File: config.mk
export PLATFORM = sky130hd
export DESIGN_NAME = immediate_add_op
export DESIGN_NICKNAME = d
export VERILOG_FILES = /design/src/core/imm_add_pkg.sv /design/src/core/immediate_add_op.sv
export SDC_FILE = /design/constraint.sdc
export NUM_CORES = 1
export LEC_CHECK = 0
export ABC_CLOCK_PERIOD_IN_PS = 2540
export BUFFER_PORTS_ARGS = -buffer_cell sky130_fd_sc_hd__buf_2
export CAP_MARGIN = 20
export CORE_MARGIN = 2
export CORE_UTILIZATION = 52
export DETAILED_ROUTE_END_ITERATION = 7
export GPL_ROUTABILITY_DRIVEN = 0
export PLACE_DENSITY = 0.79
export RECOVER_POWER = 100
export SLEW_MARGIN = 20
export SYNTH_ARGS = -nofsm -noshare
export SYNTH_HDL_FRONTEND = slang
export SYNTH_SLANG_ARGS = --single-unit
File: constraint.sdc
create_clock -name clk_i -period 2.54 [get_ports clk_i]
set_input_delay 0.381 -clock clk_i [delete_from_list [all_inputs] [get_ports clk_i]]
set_output_delay 0.381 -clock clk_i [all_outputs]
set_load 0.02 [all_outputs]
File: src/core/imm_add_pkg.sv
// Overview of operation
// [RULE_01] An instruction word whose upper byte is 0000 1111 is the immediate add, its low byte the operand.
// [RULE_02] The operand is an unsigned byte and every value from 0 to 255 is accepted.
// [RULE_03] The sum of accumulator and operand is written back to the accumulator only.
// [RULE_04] Exactly the negative, overflow, carry, digit carry and zero flags change; other status bits hold.
// [RULE_05] The instruction is one word and completes in one instruction cycle with no extra fetch or idle.
// [RULE_06] Phase one decodes, phase two reads the operand, phase three adds, phase four writes.
// [RULE_07] Carry is out of bit 7, digit carry out of bit 3, overflow is signed, negative is bit 7, zero is all-zero.
package imm_add_pkg;
  localparam logic [7:0] OPCODE_HI  = 8'h0f;
  localparam int         FLAG_C     = 0;
  localparam int         FLAG_DC    = 1;
  localparam int         FLAG_Z     = 2;
  localparam int         FLAG_OV    = 3;
  localparam int         FLAG_N     = 4;
  localparam logic [7:0] FLAG_MASK  = 8'h1f;
  localparam logic [7:0] ACC_RESET  = 8'h00;
  localparam logic [7:0] STAT_RESET = 8'h00;

  typedef enum logic [1:0] {PH_DECODE, PH_READ, PH_PROCESS, PH_WRITE} phase_t;

  typedef struct packed {
    logic [7:0] sum;
    logic       c;
    logic       dc;
    logic       z;
    logic       ov;
    logic       n;
  } add_res_t;
endpackage

File: src/core/immediate_add_op.sv
`timescale 1ns/1ns
module immediate_add_op (
  input  wire logic        clk_i,
  input  wire logic        srst_i,
  input  wire logic [15:0] instr_i,
  input  wire logic        acc_load_i,
  input  wire logic [7:0]  acc_load_data_i,
  output logic      [7:0]  acc_o,
  output logic      [7:0]  status_o,
  output logic      [1:0]  phase_o,
  output logic             cycle_end_o,
  output logic             exec_done_o
);
  imm_add_pkg::phase_t phase;
  logic                hit;
  logic [7:0]          operand;
  imm_add_pkg::add_res_t res;

  // Full add with all five flags
  function automatic imm_add_pkg::add_res_t add8(input logic [7:0] a, input logic [7:0] b);
    imm_add_pkg::add_res_t r;
    logic [8:0] s;
    logic [4:0] l;
    s      = {1'b0, a} + {1'b0, b};
    l      = {1'b0, a[3:0]} + {1'b0, b[3:0]};
    r.sum  = s[7:0];
    r.c    = s[8];                                // [RULE_07]
    r.dc   = l[4];                                // [RULE_07]
    r.z    = (s[7:0] == 8'h00);                   // [RULE_07]
    r.ov   = (a[7] == b[7]) && (s[7] != a[7]);    // [RULE_07]
    r.n    = s[7];                                // [RULE_07]
    return r;
  endfunction

  // Opcode match on the upper byte only; any low byte is a valid operand
  wire logic       next_hit     = (instr_i[15:8] == imm_add_pkg::OPCODE_HI); // [RULE_01]
  wire logic [7:0] next_operand = instr_i[7:0];                              // [RULE_02]
  wire logic [7:0] next_status  = (status_o & ~imm_add_pkg::FLAG_MASK) |
                                  {3'h0, res.n, res.ov, res.z, res.dc, res.c}; // [RULE_04]

  // Phase decode shared by the datapath, the write-back and the checks
  wire logic       in_decode    = (phase == imm_add_pkg::PH_DECODE);
  wire logic       in_read      = (phase == imm_add_pkg::PH_READ);
  wire logic       in_process   = (phase == imm_add_pkg::PH_PROCESS);
  wire logic       in_write     = (phase == imm_add_pkg::PH_WRITE);
  wire logic       add_write    = in_write && hit; // The add owns the accumulator at this edge

  // Four-phase sequencer, one phase per clock; it never stalls
  always_ff @(posedge clk_i) begin
    if (srst_i) begin
      phase <= imm_add_pkg::PH_DECODE;
    end else begin
      case (phase)
        imm_add_pkg::PH_DECODE:  phase <= imm_add_pkg::PH_READ;
        imm_add_pkg::PH_READ:    phase <= imm_add_pkg::PH_PROCESS;
        imm_add_pkg::PH_PROCESS: phase <= imm_add_pkg::PH_WRITE;
        imm_add_pkg::PH_WRITE:   phase <= imm_add_pkg::PH_DECODE; // [RULE_05]
        default:                 phase <= imm_add_pkg::PH_DECODE;
      endcase
    end
  end

  // Datapath stages tied to phases; the upper byte of instr_i is sampled in decode, the low byte in read
  always_ff @(posedge clk_i) begin
    if (srst_i) begin
      hit     <= 1'b0;
      operand <= 8'h00;
      res     <= '0;
    end else begin
      if (in_decode) hit <= next_hit;                 // [RULE_06]
      if (in_read) operand <= next_operand;           // [RULE_06]
      if (in_process) res <= add8(acc_o, operand);    // [RULE_06]
    end
  end

  // Write-back in the last phase; an external load yields to the add
  always_ff @(posedge clk_i) begin
    if (srst_i) begin
      acc_o       <= imm_add_pkg::ACC_RESET;
      status_o    <= imm_add_pkg::STAT_RESET;
      exec_done_o <= 1'b0;
    end else begin
      exec_done_o <= 1'b0;
      if (add_write) begin
        acc_o       <= res.sum;     // [RULE_03]
        status_o    <= next_status; // [RULE_04]
        exec_done_o <= 1'b1;        // [RULE_05]
      end else if (acc_load_i) begin
        acc_o <= acc_load_data_i;
      end
    end
  end

  // Registered phase view for the fetch side
  always_ff @(posedge clk_i) begin
    if (srst_i) begin
      phase_o     <= 2'h0;
      cycle_end_o <= 1'b0;
    end else begin
      phase_o     <= phase;
      cycle_end_o <= in_write;
    end
  end

  // Accumulator as it stood at the process edge, kept only for the checks below
  logic [7:0] acc_at_process;
  always_ff @(posedge clk_i) begin
    if (srst_i) acc_at_process <= 8'h00;
    else if (in_process) acc_at_process <= acc_o;
  end

  // Reference terms for the checks, worked out apart from add8 so a slip there shows
  wire logic [8:0] chk_sum = {1'b0, acc_at_process} + {1'b0, operand};
  wire logic [4:0] chk_low = {1'b0, acc_at_process[3:0]} + {1'b0, operand[3:0]};
  wire logic       chk_ovf = (acc_at_process[7] == operand[7]) && (chk_sum[7] != acc_at_process[7]);

  // Reset leaves the sequencer in decode with a clear accumulator and status
  reset_state_a: assert property (@(posedge clk_i) disable iff (srst_i) // [RULE_06]
    $past(srst_i) |-> in_decode && !exec_done_o
      && acc_o == imm_add_pkg::ACC_RESET && status_o == imm_add_pkg::STAT_RESET)
    else $error("state after reset wrong");

  // The add result lands in the accumulator and nowhere else

  sum_written_a: assert property (@(posedge clk_i) disable iff (srst_i) // [RULE_03]
    exec_done_o |-> acc_o == 8'(acc_at_process + operand))
    else $error("accumulator does not hold the sum");

  // A matching word is written three edges after decode, seen at the fourth edge just after the write edge
  decode_match_a: assert property (@(posedge clk_i) disable iff (srst_i) // [RULE_01]
    (in_decode && instr_i[15:8] == imm_add_pkg::OPCODE_HI) |-> ##4 exec_done_o)
    else $error("matching opcode did not execute");
  // Near misses in the upper byte must leave no trace
  no_match_a: assert property (@(posedge clk_i) disable iff (srst_i) // [RULE_01]
    (in_decode && instr_i[15:8] != imm_add_pkg::OPCODE_HI) |-> ##4 !exec_done_o)
    else $error("foreign opcode executed");
  operand_taken_a: assert property (@(posedge clk_i) disable iff (srst_i) // [RULE_02]
    (phase == imm_add_pkg::PH_READ) |=> operand == $past(instr_i[7:0]))
    else $error("operand not taken from low byte");
  other_bits_a: assert property (@(posedge clk_i) disable iff (srst_i) // [RULE_04]
    status_o[7:5] == 3'h0)
    else $error("unrelated status bits changed");
  flag_rules_a: assert property (@(posedge clk_i) disable iff (srst_i) // [RULE_07]
    exec_done_o |-> status_o[4] == acc_o[7] && status_o[2] == (acc_o == 8'h00)
      && status_o[0] == ({1'b0, acc_at_process} + {1'b0, operand} > 9'h0ff))
    else $error("flag value wrong");
  one_cycle_a: assert property (@(posedge clk_i) disable iff (srst_i) // [RULE_05]
    exec_done_o |=> !exec_done_o [*3])
    else $error("execute spacing wrong");
  phase_order_a: assert property (@(posedge clk_i) disable iff (srst_i) // [RULE_06]
    (phase == imm_add_pkg::PH_DECODE) |=> phase == imm_add_pkg::PH_READ ##1
      phase == imm_add_pkg::PH_PROCESS ##1 phase == imm_add_pkg::PH_WRITE)
    else $error("phase order broken");

  // A load at the write edge of an add loses, or the sum would be thrown away
  load_yield_a: assert property (@(posedge clk_i) disable iff (srst_i) // [RULE_03]
    (add_write && acc_load_i) |=> exec_done_o && acc_o == res.sum)
    else $error("load overrode the add");

  // The accumulator moves only on an add or a load
  acc_hold_a: assert property (@(posedge clk_i) disable iff (srst_i) // [RULE_03]
    ($changed(acc_o) && !$past(srst_i)) |-> exec_done_o || $past(acc_load_i))
    else $error("accumulator changed without cause");

  // Status moves only when an add is written
  status_hold_a: assert property (@(posedge clk_i) disable iff (srst_i) // [RULE_04]
    ($changed(status_o) && !$past(srst_i)) |-> exec_done_o)
    else $error("status changed without an add");

  // A refused word leaves the status and the done pulse alone
  refused_hold_a: assert property (@(posedge clk_i) disable iff (srst_i) // [RULE_01]
    (in_write && !hit) |=> !exec_done_o && $stable(status_o))
    else $error("refused word touched the status");

  // The decode edge keeps the match for the rest of the cycle
  hit_capture_a: assert property (@(posedge clk_i) disable iff (srst_i) // [RULE_01]
    in_decode |=> hit == ($past(instr_i[15:8]) == imm_add_pkg::OPCODE_HI))
    else $error("opcode match not captured");

  // The operand holds between read edges, so a late word change cannot leak in
  operand_hold_a: assert property (@(posedge clk_i) disable iff (srst_i) // [RULE_02]
    !in_read |=> $stable(operand))
    else $error("operand changed outside the read phase");

  // The sum is formed at the process edge from the accumulator of that edge
  res_capture_a: assert property (@(posedge clk_i) disable iff (srst_i) // [RULE_06]
    in_process |=> res.sum == chk_sum[7:0])
    else $error("sum not formed in the process phase");

  // Digit carry is the carry out of the low nibble
  dc_flag_a: assert property (@(posedge clk_i) disable iff (srst_i) // [RULE_07]
    exec_done_o |-> status_o[imm_add_pkg::FLAG_DC] == chk_low[4])
    else $error("digit carry wrong");

  // Signed overflow when like signs give an unlike result
  ovf_flag_a: assert property (@(posedge clk_i) disable iff (srst_i) // [RULE_07]
    exec_done_o |-> status_o[imm_add_pkg::FLAG_OV] == chk_ovf)
    else $error("overflow flag wrong");

  // Instruction cycles follow one another with no idle gap
  cycle_rate_a: assert property (@(posedge clk_i) disable iff (srst_i) // [RULE_05]
    cycle_end_o |=> !cycle_end_o [*3] ##1 cycle_end_o)
    else $error("instruction cycle spacing wrong");

  // An add completes within its own instruction cycle
  done_at_end_a: assert property (@(posedge clk_i) disable iff (srst_i) // [RULE_05]
    exec_done_o |-> cycle_end_o)
    else $error("add finished outside its cycle");

  // The add writes the accumulator only at the fourth phase
  write_phase_a: assert property (@(posedge clk_i) disable iff (srst_i) // [RULE_06]
    exec_done_o |-> $past(in_write))
    else $error("write outside the fourth phase");

  // The phase view lags the sequencer by one clock
  phase_view_a: assert property (@(posedge clk_i) disable iff (srst_i) // [RULE_06]
    phase_o == $past(phase))
    else $error("phase view out of step");

  // Main outcomes: any add, carry out, signed overflow, zero result, digit carry
  exec_c:  cover property (@(posedge clk_i) disable iff (srst_i) exec_done_o);
  carry_c: cover property (@(posedge clk_i) disable iff (srst_i) exec_done_o && status_o[0]);
  ovf_c:   cover property (@(posedge clk_i) disable iff (srst_i) exec_done_o && status_o[3]);
  zero_c:  cover property (@(posedge clk_i) disable iff (srst_i) exec_done_o && status_o[2]);
  digit_c: cover property (@(posedge clk_i) disable iff (srst_i) exec_done_o && status_o[1]);
endmodule

==> results of run 1 <==
==> critical path, stage by stage (launching register included) <==
cell and delay (ns):
dfxtp_1 0.33, ha_1 0.24, fa_1 0.43, a21o_1 0.21, a21oi_4 0.18, xnor2_1 0.09, or4b_1 0.54, o31ai_2 0.17
==> sequential cells by signal, indices dropped and copies added (netlist names) <==
name,flops
acc_o,8
cycle_end_o,1
exec_done_o,1
hit,1
operand,8
phase,2
phase_o,2
res,12
status_o,5
==> power groups by stage <==
stage	sequential, mW	clock [mW]	combinational, mW
2_1_floorplan	0.765	0	0.305
3_3_place_gp	0.755	0	0.413
3_5_place_dp	0.757	0	0.415
4_1_cts	0.743	0.428	0.419
5_1_grt	0.754	0.454	0.464
6_report	0.744	0.420	0.414
==> synth_stat cells, drive strengths merged <==
| cell | n | area share, % |
|---|---|---|
| dfxtp | 40 | 42 |
| nor2 | 32 | 6.2 |
| mux2i | 20 | 10 |
| a21oi | 15 | 4.5 |
| nand2 | 14 | 2.7 |
| ha | 13 | 8.5 |
| a211oi | 12 | 4.7 |
| clkbuf | 9 | 1.8 |
| buf | 6 | 1.8 |
| o21ai | 5 | 1.3 |
| o211ai | 4 | 1.6 |
| xnor2 | 4 | 1.8 |
| and2 | 3 | 0.98 |
| inv | 3 | 0.59 |
| nand2b | 3 | 0.98 |
| a21o | 2 | 0.78 |
| nand3 | 2 | 0.52 |
| nor2b | 2 | 0.65 |
| nor4 | 2 | 0.65 |
| or3 | 2 | 0.65 |
| a311oi | 1 | 0.46 |
| and3b | 1 | 0.46 |
| and4 | 1 | 0.46 |
| conb | 1 | 0.19 |
| fa | 1 | 1.0 |
| mux2 | 1 | 0.59 |
| nand4 | 1 | 0.33 |
| nand4b | 1 | 0.46 |
| nor4b | 1 | 0.46 |
| o2111ai | 1 | 0.46 |
| o21bai | 1 | 0.39 |
| o31ai | 1 | 0.65 |
| or2b | 1 | 0.39 |
| or4 | 1 | 0.39 |
| or4b | 1 | 0.52 |
==> routing by layer <==
metal / track usage [%] / up-vias / share of wire, %
li1: - / 807 / -
met3: 5.21 / 10 / 4.5
met2: 29.4 / 33 / 45
met5: 0 / - / 0
met1: 24.8 / 704 / 48
met4: 9.04 / 0 / 2.8
==> area by class of cell <==
cell class                 instances  area [um^2]
inverter                           3         11.3
tap                               48         60.1
timing repair buffer              45          204
sequential                        40          801
multi-input combinational        152         1050
fill                             333         1390
clock buffer                       8         90.1
==> logic make-up (layout without fill, tap and decap cells) <==
group,count (synthesis),count (layout)
AOI/OAI and AO/OA,42,42
xor gates and xnor gates,4,4
adders and majority gates,14,14
buffers and inverters,18,56
DFF,40,40
muxes,21,21
other,1,3
and+or+nand+nor,68,68
==> metrics by stage <==
| stage | power [mW] | setup slack, ns | utilization (%) | hold slack (ns) |
|---|---|---|---|---|
| global placement | 1.17 | 0.333 | 59.6 | 0.441 |
| detailed placement | 1.17 | 0.283 | 59.6 | 0.446 |
| global route | 1.67 | 0.151 | 61.4 | 0.326 |
| CTS | 1.59 | 0.265 | 62.1 | 0.327 |
| floorplan | 1.07 | 0.297 | - | 0.432 |
| finish | 1.58 | 0.260 | 61.4 | 0.327 |
==> worst max path at each step <==
stage,startpoint,end,slack [ns],cells past startpoint
after floorplan,acc_o[0],res[2],0.30,7
after global placement,acc_o[0],res[2],0.33,7
after detailed placement,acc_o[0],res[2],0.28,7
after CTS,acc_o[0],res[2],0.27,7
after global routing,acc_o[0],res[2],0.15,7
final,acc_o[0],res[2],0.26,7
==> flow_summary.yaml, run 1 <==
place:
  placedCellCount: 288
  dp_hpwl_um: 2670
  placedInstanceArea_um2: 2150
  port_buffers: 43
pwr:
  netSwitchingFraction_pct: 30.3
  seq_power_share_pct: 47.2
  power_density_nw_per_um2: 712
  pwr-share-comb_pct: 26.2
  pwr-share-clk_pct: 26.6
  max-vdd-ir-drop_mv: 0.381
  p_leak_nw: 0.929
  internal_power_mw: 1.10
  power.switching_uw: 478
hold_path:
  hold_class: "in -> reg"
  min-delay-start: "instr_i[4]"
  holdPathEnd: "operand[4]"
  holdPathStages: 3
floorplanning:
  design.core.area_um2: 3610
  row_count: 22
  dieHeight_um: 64.8
  start_util_pct: 53.3
  die_x_um: 64.8
  dieArea_um2: 4200
  top_level_ports: 47
outcome:
  outcome: "finished with violations"
  violations: "capacitance limit, slew limit"
sta:
  skew_ns: 0.00272
  tns_ns: 0
  fin_crit_sh_pct: 89.7
  fmax_ghz: 0.439
  drv_slew: 40
  period_minus_slack_ns: 2.28
  grt_setup_unrepaired: "no"
  final-hold-violation-count: 0
  worst_slew_pin_slew_ns: 1.67
  finalSetupViolCount: 0
  relSlewSlack_pct: -11.6
clock_network:
  htree_num_levels: 2
  cts_hold_buf: 0
  cts-root-buf: "clkbuf_8"
  cts_sinks: 40
  clockBufferDepth: 2
  clk_pin_slew_worst_paths_ns: 0.07
  ctsResizeCount: 0
  cts_buffers: 5
  clk_latency_ns: 0.29
  cts_tree: "done"
  post_cts.repair.setup_buffers: 0
synth:
  yosysSeqAreaShare_pct: 41.6
  synthMuxAreaShare_pct: 11.0
  synth_fa_ha_area_share_pct: 9.50
  synth_cell_types: 39
  syn-instance-count: 208
  yosys.area_share.simple_pct: 16.9
  synth_xor_area_share_pct: 1.82
  synth_seq_cells: 40
  synth_compound_area_share_pct: 14.8
  netlist_area_um2: 1920
  yosys_warnings: 0
  synth_top_family_by_area: "simple AND/OR/NAND/NOR gates"
  avgSynthCellArea_um2: 9.25
finish:
  fin_nets: 288
  syn_to_final_growth_pct: 15.2
  final_cell_mix: "dfxtp_1 (40), nor2_1 (32), buf_2 (25), clkbuf_1 (21), mux2i_1 (20)"
  fin_area_um2: 2210
  drive_gt1_share_pct: 14.1
  insertedDiodeCount: 0
  layoutNonFillerInstCount: 296
  layout_commonest_cell: "dfxtp_1"
global_routing:
  grt_usage_pct: 19.1
  grt_pass1_wl_um: 6110
  antenna_found_initial: 0
  grt_pass1_vias: 1357
  grt_max_degree: 40
  grt_remaining_overflow: 0
worst_setup_path:
  worstPathMaxFanout: 3
  rr_worst_depth: 7
  rr_startpoint: "acc_o[0]"
  rrSetupSlack_ns: 0.26
  cp.required_ns: 2.75
  crit_type: "reg -> reg"
  startpoint_type: "flop"
  crit_arrival_ns: 2.49
  worstSetupEndpointType: "flop"
  rr_endpoint: "res[2]"
detailed_routing:
  routed_wirelength_um: 3720
  drc: 0
  drt_iter0_drc: 85
  viasPerCell: 5.25
  vias: 1554
  detail-route-antenna-nets: 0
  dr.pass1.iters: 4
  wire_per_inst_um: 12.6
job:
  drv_cap: 1
Note: power is estimated with default switching activity, not from simulation.
==> run 2, diff against run 1 <==
- CORE_UTILIZATION: 52 -> 47
- PLACE_DENSITY: 0.79 -> 0.73
==> flow_summary.yaml, run 2 (same netlist as run 1, synthesis figures left out) <==
clock_network:
  cts_buffers: 5
  cts_hold_buf: 0
  htree_num_levels: 2
  clk_latency_ns: 0.30
  clk_pin_slew_worst_paths_ns: 0.08
  cts-root-buf: "clkbuf_8"
  ctsResizeCount: 0
  cts_tree: "done"
  post_cts.repair.setup_buffers: 0
  clockBufferDepth: 2
  cts_sinks: 40
pwr:
  power.switching_uw: 495
  pwr-share-comb_pct: 25.9
  pwr-share-clk_pct: 27.2
  max-vdd-ir-drop_mv: 0.375
  seq_power_share_pct: 46.9
  p_leak_nw: 0.934
  netSwitchingFraction_pct: 31.2
  power.total_mw: 1.59
  internal_power_mw: 1.09
  power_density_nw_per_um2: 716
detailed_routing:
  detail-route-antenna-nets: 0
  wire_per_inst_um: 13.0
  route.met3.wl_um: 191
  vias: 1552
  routed_wirelength_um: 3870
  drt_iter0_drc: 76
  route.met2.wl_um: 1780
  drc: 0
  routed.top_layer: "met4"
  viasPerCell: 5.21
  dr.pass1.iters: 4
  wl_met1_um: 1820
floorplanning:
  design.core.area_um2: 3970
  top_level_ports: 47
  die_x_um: 68.0
  start_util_pct: 48.4
  dieArea_um2: 4620
  dieHeight_um: 68.0
  row_count: 23
finish:
  layout_commonest_cell: "dfxtp_1"
  drive_gt1_share_pct: 14.9
  max_flop_register: "res"
  insertedDiodeCount: 0
  final_cell_mix: "dfxtp_1 (40), nor2_1 (32), buf_2 (25), mux2i_1 (20), clkbuf_1 (19)"
  post-route-util_pct: 55.9
  largest_reg_flops: 12
  reg_top3: "res x12, acc_o x8, operand x8"
  fillerInstances: 384
  fin_nets: 288
  syn_to_final_growth_pct: 15.4
sta:
  finalSetupViolCount: 0
  fin_crit_sh_pct: 89.7
  grt_setup_unrepaired: "no"
  skew_ns: 0.00560
  drv_slew: 40
  relSlewSlack_pct: -11.5
  tns_ns: 0
  timing.final.ws_setup_ns: 0.261
  worst_slew_pin_slew_ns: 1.67
  period_minus_slack_ns: 2.28
  fmax_ghz: 0.439
  final-hold-violation-count: 0
  holdWs_ns: 0.323
job:
  drv_cap: 1
worst_setup_path:
  startpoint_type: "flop"
  worstPathCellList: "ha_1 > fa_1 > a21o_1 > a21oi_4 > xnor2_1 > or4b_1 > o31ai_2"
  max_stage_delay_ns: 0.55
  crit_arrival_ns: 2.50
  crit_type: "reg -> reg"
  rr_startpoint: "acc_o[0]"
  worstPathMaxFanout: 3
  cp.required_ns: 2.76
  worstSetupEndpointType: "flop"
  cp-startpoint: "acc_o[0]"
  crit_slowest_cell: "or4b_1"
outcome:
  violations: "capacitance limit, slew limit"
  outcome: "finished with violations"
hold_path:
  min-delay-start: "instr_i[6]"
  hold_class: "in -> reg"
global_routing:
  grt_pass1_wl_um: 6220
  grt_remaining_overflow: 0
  grt_pass1_vias: 1413
  grt_max_degree: 40
  antenna_found_initial: 0
  grt_usage_pct: 18.2
place:
  detailedPlace.worstSlack_ns: 0.298
  port_buffers: 43
  dp_hpwl_um: 2700
run 2: cell count changes in the layout (fill, tap and decap cells not counted), sizes merged:
cell,change
clkbuf,-2
clkinv,+2
run 2: critical path: cells and delay by family (launching register included):
family / cells / cell delay, ns
fa+ha+maj: 2 / 0.67
xor+xnor: 1 / 0.11
compound gates: 3 / 0.56
flops: 1 / 0.33
simple gates: 1 / 0.55
run 2: per-stage QoR:
step                cell area [um^2]  cells
floorplan                       1930    210
global placement                2150    290
detailed placement              2150    290
CTS                             2250    298
global route                    2220    298
finish                          2220    298
run 2: path summary, 6_finish.rpt:
path	endpoint	slack, ns	cells past startpoint
worst min register to register	status_o[1]	0.45	2
worst max register to register	res[2]	0.26	7
worst min-delay path	operand[6]	0.32	3
worst max-delay path	res[2]	0.26	7
run 2: final cells by class:
class,instances,area (um^2),share of cell area [%]
repair buffers,45,204,9.19
well taps,50,62.6,2.82
clock inverters,2,10.0,0.451
multi-input cells,152,1050,47.2
inverters,3,11.3,0.507
clock buffers,6,82.6,3.72
flip-flops and latches,40,801,36.1
run 2: power groups by stage:
stage	clock network [mW]	registers, mW	logic, mW
finish	0.432	0.745	0.412
detailed placement	0	0.758	0.414
floorplan	0	0.765	0.305
CTS	0.440	0.744	0.419
global route	0.464	0.755	0.466
global placement	0	0.756	0.408
run 2: routing by layer:
metal	vias to the layer above	GRT usage (%)
met2	39	27.5
met1	707	24.5
li1	799	-
met5	-	0
met4	0	9.00
met3	7	3.95
==> run 3, diff against run 2 <==
- CELL_PAD_IN_SITES_DETAIL_PLACEMENT: default -> 0
- CELL_PAD_IN_SITES_GLOBAL_PLACEMENT: default -> 2
- CORE_UTILIZATION: 47 -> 31
- PLACE_DENSITY: 0.73 -> 0.78
==> flow_summary.yaml, run 3 (same netlist as run 1, synthesis figures left out) <==
worst_setup_path:
  crit_arrival_ns: 2.48
  worstPathMaxFanout: 3
  worstPathCellList: "ha_1 > fa_1 > a21o_1 > a21oi_4 > xnor2_1 > or4b_1 > o31ai_2"
  worstSetupEndpointType: "flop"
  cp.required_ns: 2.75
  max_stage_delay_ns: 0.54
  rrSetupSlack_ns: 0.27
  crit_buf_inv: 0
  path_delay_family: "adder cells"
  crit_slowest_cell: "or4b_1"
  crit_type: "reg -> reg"
  startpoint_type: "flop"
global_routing:
  grt_pass1_wl_um: 7060
  grt_remaining_overflow: 0
  grt_max_degree: 40
  grt_pass1_vias: 1485
  grt_usage_pct: 13.6
  antenna_found_initial: 0
finish:
  max_flop_register: "res"
  layout_commonest_cell: "dfxtp_1"
  insertedDiodeCount: 0
  syn_to_final_growth_pct: 18.2
  reg_top3: "res x12, acc_o x8, operand x8"
  fin_nets: 288
  layoutNonFillerInstCount: 323
  largest_reg_flops: 12
  drive_gt1_share_pct: 14.9
  final_cell_mix: "dfxtp_1 (40), nor2_1 (32), buf_2 (25), mux2i_1 (20), clkbuf_1 (19)"
sta:
  relSlewSlack_pct: -18.4
  tns_ns: 0
  fin_crit_sh_pct: 89.3
  skew_ns: 0.00914
  grt_setup_unrepaired: "no"
  fmax_ghz: 0.441
  timing.final.ws_setup_ns: 0.273
  drv_slew: 40
  final-hold-violation-count: 0
  period_minus_slack_ns: 2.27
  finalSetupViolCount: 0
  worst_slew_pin_slew_ns: 1.78
pwr:
  power.switching_uw: 518
  seq_power_share_pct: 44.0
  p_leak_nw: 0.937
  power_density_nw_per_um2: 744
  max-vdd-ir-drop_mv: 0.263
  pwr-share-comb_pct: 24.6
  netSwitchingFraction_pct: 30.6
  power.total_mw: 1.69
  internal_power_mw: 1.17
  pwr-share-clk_pct: 31.4
place:
  port_buffers: 43
  placedCellCount: 315
  dp_hpwl_um: 3010
  detailedPlace.worstSlack_ns: 0.276
floorplanning:
  die_x_um: 82.8
  top_level_ports: 47
  start_util_pct: 32.3
  row_count: 28
  dieArea_um2: 6850
  design.core.area_um2: 5960
  dieHeight_um: 82.8
detailed_routing:
  drt_iter0_drc: 62
  viasPerCell: 4.80
  wire_per_inst_um: 12.9
  detail-route-antenna-nets: 0
  drc: 0
  vias: 1549
  routed_wirelength_um: 4170
  dr.pass1.iters: 4
clock_network:
  htree_num_levels: 2
  clockBufferDepth: 2
  ctsResizeCount: 0
  cts-root-buf: "clkbuf_8"
  clk_latency_ns: 0.29
  cts_buffers: 5
  cts_hold_buf: 0
  post_cts.repair.setup_buffers: 0
  clk_pin_slew_worst_paths_ns: 0.08
  cts_sinks: 40
  cts_tree: "done"
hold_path:
  hold_class: "in -> reg"
outcome:
  violations: "capacitance limit, slew limit"
  outcome: "finished with violations"
job:
  drv_cap: 1
==> run 3: power by group through the flow <==
stage	clock, mW	sequential [mW]	combinational [mW]
6_report	0.531	0.744	0.416
5_1_grt	0.576	0.755	0.475
4_1_cts	0.547	0.744	0.427
3_5_place_dp	0	0.759	0.424
3_3_place_gp	0	0.759	0.428
2_1_floorplan	0	0.765	0.305
==> run 3: path summary, 6_finish.rpt <==
check,start,end,cells past startpoint
worst max-delay path,acc_o[0],res[2],7
worst min-delay path,instr_i[3],operand[3],3
worst max register to register,acc_o[0],res[2],7
worst min register to register,res[1],status_o[3],2
==> run 3: final cells by class <==
| class | instances | area (um^2) |
|---|---|---|
| flip-flops and latches | 40 | 801 |
| fillers | 651 | 3680 |
| repair buffers | 45 | 204 |
| well taps | 75 | 93.8 |
| clock inverters | 3 | 46.3 |
| inverters | 3 | 11.3 |
| clock buffers | 5 | 68.8 |
| multi-input cells | 152 | 1050 |
==> run 3: worst min-delay path: cells and delay by family <==
| kind | cells | cell delay, ns |
|---|---|---|
| muxes | 1 | 0.05 |
| and+or+nand+nor | 1 | 0.07 |
| buffers and inverters | 1 | 0.08 |
==> run 3: through the flow <==
step,util [%],hold WS [ns],area (um^2)
2_1_floorplan,-,0.432,1930
3_3_place_gp,36.7,0.442,2180
3_5_place_dp,36.7,0.449,2180
4_1_cts,38.6,0.319,2300
5_1_grt,38.2,0.332,2270
6_report,38.2,0.322,2270
==> run 3: metal layers <==
metal / up-vias / part of all wire [%] / global-route usage (%)
met2: 24 / 46 / 21.1
met3: 5 / 3.4 / 2.93
met4: 0 / 0.79 / 3.93
li1: 803 / - / -
met1: 717 / 50 / 19.0
met5: - / 0 / 0
